==> config.mk <==
export PLATFORM = sky130hd
export DESIGN_NAME = tsc_capture
export DESIGN_NICKNAME = d
export VERILOG_FILES = /design/src/rtl/tsc_pkg.sv /design/src/rtl/tsc_sync.sv /design/src/rtl/tsc_capture.sv
export SDC_FILE = /design/constraint.sdc
export NUM_CORES = 1
export LEC_CHECK = 0
export BUFFER_PORTS_ARGS = -buffer_cell sky130_fd_sc_hd__buf_2
export CAP_MARGIN = 10
export CORE_ASPECT_RATIO = 1.75
export CORE_MARGIN = 2
export CORE_UTILIZATION = 51
export DETAILED_ROUTE_END_ITERATION = 7
export PLACE_DENSITY = 0.73
export SYNTH_ARGS = -nofsm -noshare
export SYNTH_HDL_FRONTEND = slang
export SYNTH_SLANG_ARGS = --single-unit
==> constraint.sdc <==
create_clock -name clk_in -period 7.6 [get_ports clk_in]
set_input_delay 0.38 -clock clk_in [delete_from_list [all_inputs] [get_ports clk_in]]
set_output_delay 0.38 -clock clk_in [all_outputs]
set_load 0.01 [all_outputs]
==> src/rtl/tsc_pkg.sv <==
package tsc_pkg;

    localparam int SMP_W  = 16;
    localparam int ADDR_W = 17;
    localparam int CNT_W  = 18;
    localparam int SEL_W  = 3;
    localparam int BYTE_W = 8;
    localparam int PIN_W  = 6 + SMP_W;

    // Block length is 2**(LEN_BASE_LOG + select): 1k up to 128k words
    localparam logic [4:0]       LEN_BASE_LOG = 5'hA;
    localparam logic [CNT_W-1:0] CNT_ONE      = 18'h00001;
    localparam logic [CNT_W-1:0] CNT_ZERO     = 18'h00000;

    typedef enum {
        ST_IDLE,
        ST_ARMED,
        ST_CAPTURE,
        ST_DONE,
        ST_XFER_RD,
        ST_XFER_WAIT,
        ST_XFER_LO,
        ST_XFER_HI
    } tsc_state_type;

    typedef struct packed {
        logic transfer;
        logic id_mem;
        logic reset;
        logic power;
        logic overflow;
        logic done;
        logic armed;
        logic triggered;
    } tsc_led_type;

    typedef struct packed {
        logic              we;
        logic [ADDR_W-1:0] addr;
        logic [SMP_W-1:0]  data;
    } tsc_mem_type;

    localparam tsc_led_type LED_RESET = 8'h20;
    localparam tsc_mem_type MEM_IDLE  = 34'h000000000;

endpackage : tsc_pkg

==> src/rtl/tsc_sync.sv <==
`timescale 1ns/1ps
`default_nettype none

module tsc_sync #(
    parameter int W = 1
) (
    input  wire logic         clk_in,
    input  wire logic         rst_n_in,
    input  wire logic [W-1:0] din_in,
    output logic      [W-1:0] dout_out
);

    logic [W-1:0] meta_ff;
    logic [W-1:0] sync_ff;

    always_ff @(posedge clk_in or negedge rst_n_in)
    begin
        if (!rst_n_in)
        begin
            meta_ff <= '0;
            sync_ff <= '0;
        end
        else
        begin
            meta_ff <= din_in;
            sync_ff <= meta_ff;
        end
    end

    assign dout_out = sync_ff;

endmodule : tsc_sync

`default_nettype wire

==> src/rtl/tsc_capture.sv <==
`timescale 1ns/1ps
`default_nettype none

// How it works
// - One contiguous block per acquisition, length selectable up to 128k.
// - Trigger is internal or external, chosen by a configuration input.
// - External trigger starts capture only on its selected edge polarity.
// - Armed indicator lit while waiting for a trigger.
// - Triggered indicator lit once trigger accepted and collection runs.
// - Done indicator lit when the requested count of samples is stored.
// - Overflow indicator set by overrange during capture, for latest block.
// - Reset indicator lit during hard reset or soft reset.
// - Transfer indicator lit while stored samples move to the host.
// - Id memory indicator lit while that memory is present or accessed.
// - Eight status indicator outputs, one per condition, except that done also stays lit during transfer.
module tsc_capture
    import tsc_pkg::*;
(
    input  wire logic                 clk_in,
    input  wire logic                 rst_n_in,
    input  wire logic                 soft_rst_in,
    input  wire logic                 arm_in,
    input  wire logic                 triggered_indicator_src_ext_in,
    input  wire logic                 triggered_indicator_pol_rise_in,
    input  wire logic [SEL_W-1:0]     len_sel_in,
    input  wire logic                 xfer_start_in,
    input  wire logic                 usb_ready_in,
    input  wire logic                 conv_clk_in,
    input  wire logic                 ext_triggered_indicator_in,
    input  wire logic                 ovr_in,
    input  wire logic                 id_mem_present_in,
    input  wire logic                 id_mem_busy_in,
    input  wire logic                 power_good_in,
    input  wire logic [SMP_W-1:0]     smp_data_in,
    input  wire logic [SMP_W-1:0]     mem_rdata_in,
    output var tsc_pkg::tsc_mem_type  mem_out,
    output logic      [BYTE_W-1:0]    usb_data_out,
    output logic                      usb_wr_out,
    output var tsc_pkg::tsc_led_type  status_out
);
    import tsc_pkg::*;

    logic [PIN_W-1:0] pin_s;
    logic             conv_s;
    logic             triggered_indicator_s;
    logic             ovr_s;
    logic             idm_s;
    logic             pwr_s;
    logic [SMP_W-1:0] smp_s;

    // Samples are held for a whole conversion period, so the synchronised
    // bus is settled when the conversion edge is seen.
    tsc_sync #(.W(PIN_W)) u_sync (
        .clk_in   (clk_in),
        .rst_n_in (rst_n_in),
        .din_in   ({conv_clk_in, ext_triggered_indicator_in, ovr_in,
                    id_mem_present_in | id_mem_busy_in, power_good_in,
                    1'b0, smp_data_in}),
        .dout_out (pin_s)
    );
    assign conv_s = pin_s[PIN_W-1];
    assign triggered_indicator_s = pin_s[PIN_W-2];
    assign ovr_s  = pin_s[PIN_W-3];
    assign idm_s  = pin_s[PIN_W-4];
    assign pwr_s  = pin_s[PIN_W-5];
    assign smp_s  = pin_s[SMP_W-1:0];

    tsc_state_type     state_ff, nxt_state;
    logic [CNT_W-1:0]  cnt_ff, nxt_cnt;
    logic [CNT_W-1:0]  len_ff, nxt_len;
    logic [SMP_W-1:0]  word_ff, nxt_word;
    logic              ovf_ff, nxt_ovf;
    logic              conv_d_ff, triggered_indicator_d_ff;
    tsc_mem_type       mem_ff, nxt_mem;
    logic [BYTE_W-1:0] usb_data_ff, nxt_usb_data;
    logic              usb_wr_ff, nxt_usb_wr;
    tsc_led_type       status_ff, nxt_status;
    logic              conv_rise;
    logic              ext_edge;
    logic              triggered_indicator_hit;
    logic [SEL_W-1:0]  sel_c;

    assign conv_rise = conv_s & ~conv_d_ff;
    assign ext_edge  = triggered_indicator_pol_rise_in ? (triggered_indicator_s & ~triggered_indicator_d_ff)
                                        : (~triggered_indicator_s & triggered_indicator_d_ff);
    assign triggered_indicator_hit  = triggered_indicator_src_ext_in ? ext_edge : conv_rise;

    always_comb
    begin
        nxt_state    = state_ff;
        nxt_cnt      = cnt_ff;
        nxt_len      = len_ff;
        nxt_word     = word_ff;
        nxt_ovf      = ovf_ff;
        nxt_mem      = mem_ff;
        nxt_mem.we   = 1'b0;
        nxt_usb_data = usb_data_ff;
        nxt_usb_wr   = 1'b0;
        sel_c        = len_sel_in;
        case (state_ff)
            ST_IDLE, ST_DONE:
            begin
                if (arm_in)
                begin
                    nxt_len   = CNT_ONE << (LEN_BASE_LOG + 5'(sel_c));
                    nxt_cnt   = CNT_ZERO;
                    nxt_ovf   = 1'b0;
                    nxt_state = ST_ARMED;
                end
                else if (state_ff == ST_DONE && xfer_start_in)
                begin
                    nxt_cnt   = CNT_ZERO;
                    nxt_state = ST_XFER_RD;
                end
            end
            ST_ARMED:
                if (triggered_indicator_hit)
                    nxt_state = ST_CAPTURE;
            ST_CAPTURE:
            begin
                if (ovr_s)
                    nxt_ovf = 1'b1;
                if (conv_rise)
                begin
                    nxt_mem.we   = 1'b1;
                    nxt_mem.addr = cnt_ff[ADDR_W-1:0];
                    nxt_mem.data = smp_s;
                    nxt_cnt      = cnt_ff + CNT_ONE;
                    if (cnt_ff + CNT_ONE == len_ff)
                        nxt_state = ST_DONE;
                end
            end
            ST_XFER_RD:
            begin
                nxt_mem.addr = cnt_ff[ADDR_W-1:0];
                nxt_state    = ST_XFER_WAIT;
            end
            ST_XFER_WAIT:
            begin
                nxt_word  = mem_rdata_in;
                nxt_state = ST_XFER_LO;
            end
            ST_XFER_LO:
                if (usb_ready_in)
                begin
                    nxt_usb_data = word_ff[BYTE_W-1:0];
                    nxt_usb_wr   = 1'b1;
                    nxt_state    = ST_XFER_HI;
                end
            ST_XFER_HI:
                if (usb_ready_in && !usb_wr_ff)
                begin
                    nxt_usb_data = word_ff[SMP_W-1:BYTE_W];
                    nxt_usb_wr   = 1'b1;
                    nxt_cnt      = cnt_ff + CNT_ONE;
                    nxt_state    = (cnt_ff + CNT_ONE == len_ff) ? ST_DONE
                                                                : ST_XFER_RD;
                end
            default:
                nxt_state = ST_IDLE;
        endcase
        if (soft_rst_in)
        begin
            nxt_state = ST_IDLE;
            nxt_ovf   = 1'b0;
            nxt_mem   = MEM_IDLE;
            nxt_usb_wr = 1'b0;
        end
        nxt_status.transfer  = nxt_state inside {ST_XFER_RD, ST_XFER_WAIT,
                                   ST_XFER_LO, ST_XFER_HI};
        nxt_status.id_mem    = idm_s;
        nxt_status.reset     = soft_rst_in;
        nxt_status.power     = pwr_s;
        nxt_status.overflow  = nxt_ovf;
        nxt_status.done      = nxt_state == ST_DONE
                               || nxt_status.transfer;
        nxt_status.armed     = nxt_state == ST_ARMED;
        nxt_status.triggered = nxt_state == ST_CAPTURE;
    end

    always_ff @(posedge clk_in or negedge rst_n_in)
    begin
        if (!rst_n_in)
        begin
            state_ff    <= ST_IDLE;
            cnt_ff      <= CNT_ZERO;
            len_ff      <= CNT_ZERO;
            word_ff     <= '0;
            ovf_ff      <= 1'b0;
            conv_d_ff   <= 1'b0;
            triggered_indicator_d_ff   <= 1'b0;
            mem_ff      <= MEM_IDLE;
            usb_data_ff <= '0;
            usb_wr_ff   <= 1'b0;
            status_ff   <= LED_RESET;
        end
        else
        begin
            state_ff    <= nxt_state;
            cnt_ff      <= nxt_cnt;
            len_ff      <= nxt_len;
            word_ff     <= nxt_word;
            ovf_ff      <= nxt_ovf;
            conv_d_ff   <= conv_s;
            triggered_indicator_d_ff   <= triggered_indicator_s;
            mem_ff      <= nxt_mem;
            usb_data_ff <= nxt_usb_data;
            usb_wr_ff   <= nxt_usb_wr;
            status_ff   <= nxt_status;
        end
    end

    assign mem_out      = mem_ff;
    assign usb_data_out = usb_data_ff;
    assign usb_wr_out   = usb_wr_ff;
    assign status_out   = status_ff;

    // Checking logic
    logic [ADDR_W-1:0] last_addr_ff;
    logic              wrote_ff;

    always_ff @(posedge clk_in or negedge rst_n_in)
    begin
        if (!rst_n_in)
        begin
            last_addr_ff <= '0;
            wrote_ff     <= 1'b0;
        end
        else
        begin
            if (mem_ff.we)
                last_addr_ff <= mem_ff.addr;
            wrote_ff <= (state_ff == ST_CAPTURE) && (wrote_ff || mem_ff.we);
        end
    end
endmodule : tsc_capture

`default_nettype wire

==> results.json <==
{
  "outcome": "finished clean",
  "synth-compound-area-share_pct": 9.470,
  "fillerInstances": 1127,
  "path_delay_family": "simple AND/OR/NAND/NOR gates",
  "max_clock_freq_ghz": 0.3241,
  "postSynthAreaPerCell_um2": 11.61,
  "synth.area.top_cells": "sky130_fd_sc_hd__dfrtp_1 62%, sky130_fd_sc_hd__nand2_1 4.4%, sky130_fd_sc_hd__mux2i_1 3.8%",
  "worstHoldStart": "power_good_in",
  "whs_path_depth": 1,
  "antenna_cells_inserted": 0,
  "multiInputGateArea_um2": 2630,
  "slowest_stage": "sky130_fd_sc_hd__nand4b_1",
  "dr_wl_cell_um": 16.88,
  "cp_cell_sequence": "nor4_1, nand4_1, nor3_4, and2_1, nand4b_1, o21ai_1, a22oi_2, nor3b_2",
  "register_bit_total_from_synthesis": 179,
  "syn-instance-count": 620,
  "layout-drive-gt1-share_pct": 22.82,
  "placementRows": 57,
  "first_global_vias": 5249,
  "yosysMostFrequentCell": "sky130_fd_sc_hd__dfrtp_1",
  "yosysWarningCount": 0,
  "routabilityCongestion": 0.8291,
  "r2r_cells": 8,
  "ff_latch_area_um2": 4481,
  "detail_route.iter0.violations": 348,
  "maxCapViolations": 0,
  "synth_edf_count": 0,
  "p_per_area_nw_per_um2": 222.3,
  "worst-path-max-fanout": 18,
  "grt_overflow_total": 0,
  "cts_buffers": 17,
  "cts_max_level": 4,
  "worst_clk_skew_ns": 0.01019,
  "min_clock_period_post_route_ns": 3.086,
  "asyncSetResetFlopFracSynth_pct": 100.0,
  "ff2ff_setup_slack_ns": 4.51,
  "cts_root_buffer": "sky130_fd_sc_hd__clkbuf_16",
  "hold_crit_endpoint": "u_sync.meta_ff[17]$_DFF_PN0_",
  "post_cts_buffers": 0,
  "clk-insertion-delay-late_ns": 0.43,
  "drtPass1Iterations": 5,
  "final_min_period_over_clock_period_pct": 40.60,
  "wirelength_mm": 15.56,
  "fin_total_pwr_mw": 1.880,
  "end_kind": "register",
  "ir_worst_vdd_v": 0.0001673,
  "postCtsResizedCells": 0,
  "placement.io_buffers": 99,
  "flow.area_growth_from_synthesis_pct": 17.46,
  "postCtsHoldBufs": 0,
  "fin_tns_setup_ns": 0,
  "count_of_clock_tree_sinks": 179,
  "die_y_um": 161.2,
  "setup_repair_after_global_routing_missed_its_margin": "no",
  "floorplan.initialDensity_pct": 52.04,
  "via_count": 4993,
  "synth_top_area_share_pct": 61.86,
  "leakage_nw": 4.018,
  "critPathKind": "reg -> reg",
  "synth.area.mux_share_pct": 6.412,
  "maximum_number_of_buffers_from_clock_root_to_sink": 2,
  "hold_viol": 0,
  "dominant_combinational_cell_family_by_area_after_synthesis": "simple AND/OR/NAND/NOR gates",
  "place_hpwl_mm": 10.88,
  "vias_per_cell": 5.415,
  "groute.usage.overall_pct": 22.04,
  "crit_path_max_incr_delay_ns": 0.74,
  "grt_max_degree": 126,
  "drv_slew": 0,
  "post_synth_num_cell_types": 65,
  "clk_transition_reported_paths_ns": 0.07,
  "setup_viol": 0,
  "die_w_um": 93.82,
  "critical_path.n_buffers_inverters": 0,
  "xor_and_xnor_fraction_of_the_mapped_netlist_area_pct": 2.798,
  "tritoncts": "yes",
  "crit_arrival_ns": 3.39,
  "grt_antenna_before_repair": 0,
  "critical_path_required_ns": 7.90,
  "type_of_the_worst_min_delay_path": "in -> reg",
  "ioPinCount": 100,
  "slew_headroom_pct": 26.84,
  "seq_area_frac_synth_pct": 62.22,
  "largest_area_contributor_in_the_synthesized_netlist": "sky130_fd_sc_hd__dfrtp_1",
  "die-area_um2": 15120,
  "nNetsFinal": 783,
  "synth.cells.most_frequent": "178 x sky130_fd_sc_hd__dfrtp_1, 84 x sky130_fd_sc_hd__nand2_1, 48 x sky130_fd_sc_hd__nor2_1",
  "kind_of_start_point_of_the_critical_path": "register",
  "grt_pass1_wl_mm": 25.61,
  "synth_flop_cell": "sky130_fd_sc_hd__dfrtp_1",
  "antenna_left": 0,
  "worst_r2r_endpoint": "status_out[0]$_DFF_PN0_",
  "synth-simple-area-share_pct": 15.86,
  "placeableCoreArea_um2": 13840,
  "drc": 0,
  "worstMarginPinSlew_ns": 1.093,
  "yosys.area_share.adder_pct": 0.3475,
  "synthesis.area_um2": 7201,
  "rr_startpoint": "state_ff[8]$_DFF_PN0_"
}
## area by class of cell
cell class / count / share of cell area [%]
Timing Repair Buffer: 101 / 6.109
Inverter: 8 / 0.3550
Clock buffer: 20 / 5.163
Clock inverter: 12 / 1.686
Multi-Input combinational cell: 425 / 31.09
Tap cell: 177 / 2.618
Sequential cell: 179 / 52.97
## logic make-up after synthesis
group | after synthesis
and+or+nand+nor | 220
DFF | 179
AOI/OAI and AO/OA | 107
muxes | 44
buffers and inverters | 44
xor gates and xnor gates | 23
adders and majority gates | 2
other | 1
## layout by cell type, fill, tap and decap left out, drive strengths merged, types with 3 or more instances in the layout
master,count
xor2,4
o31ai,10
o41ai,6
conb,29
nor4,11
nand2b,11
a31oi,3
or3,5
nand4,7
clkbuf,20
o21ai,45
nor2,50
inv,15
a21oi,25
nand3b,3
clkinvlp,3
nor2b,4
nor3b,3
and4,5
buf,101
nor3,8
xnor2,19
dfrtp,178
o21bai,3
mux2i,27
mux2,17
and2,10
nand2,84
nand3,10
## power breakdown
part	leakage [nW]	internal (mW)	switching (mW)	total [mW]
Sequential	2.31	0.973	0.00626	0.979
Combinational	1.43	0.0137	0.0341	0.0478
Clock	0.274	0.467	0.386	0.853
Total	4.02	1.45	0.427	1.88
## worst max-delay path by stage
stage,startpoint,to,slack (ns),cells after the start
2_1_floorplan,cnt_ff[0]$_DFFE_PN0P_,status_out[0]$_DFF_PN0_,5.13,10
3_3_place_gp,state_ff[30]$_DFF_PN0_,status_out[0]$_DFF_PN0_,4.59,8
3_5_place_dp,state_ff[30]$_DFF_PN0_,status_out[0]$_DFF_PN0_,4.49,8
4_1_cts,state_ff[30]$_DFF_PN0_,status_out[0]$_DFF_PN0_,4.46,8
5_1_grt,state_ff[22]$_DFF_PN0_,status_out[0]$_DFF_PN0_,4.19,8
6_report,state_ff[8]$_DFF_PN0_,status_out[0]$_DFF_PN0_,4.51,8
## per-stage QoR
stage               utilization (%)  instance area (µm²)  hold WS, ns  instances  worst slack, ns
detailed placement            56.95                 7879       0.3347        890            4.486
floorplan                         -                 7306      0.08441        648            5.126
CTS                           61.13                 8458      0.03969        922            4.457
global placement              56.95                 7879       0.3322        890            4.593
global route                  61.13                 8458      0.04136        922            4.191
finish                        61.13                 8458      0.05061        922            4.514
## metal layers
metal | track usage (%) | wire (µm) | vias up
li1 | - | - | 2339
met1 | 25.18 | 5634 | 2434
met2 | 38.44 | 8606 | 164
met3 | 3.871 | 609 | 56
met4 | 12.19 | 712 | 0
met5 | 0 | 0 | -
## state kept, by name, indices dropped and copies added (netlist names)
register                  count
cnt_ff                       18
word_ff                      16
u_sync.dout_out              21
u_sync.meta_ff               21
status_out                    8
mem_out                      34
len_ff                       18
usb_wr_out                    1
triggered_indicator_d_ff      1
conv_d_ff                     1
usb_data_out                  8
state_ff                     32
Note: power is estimated with default switching activity, not from simulation.
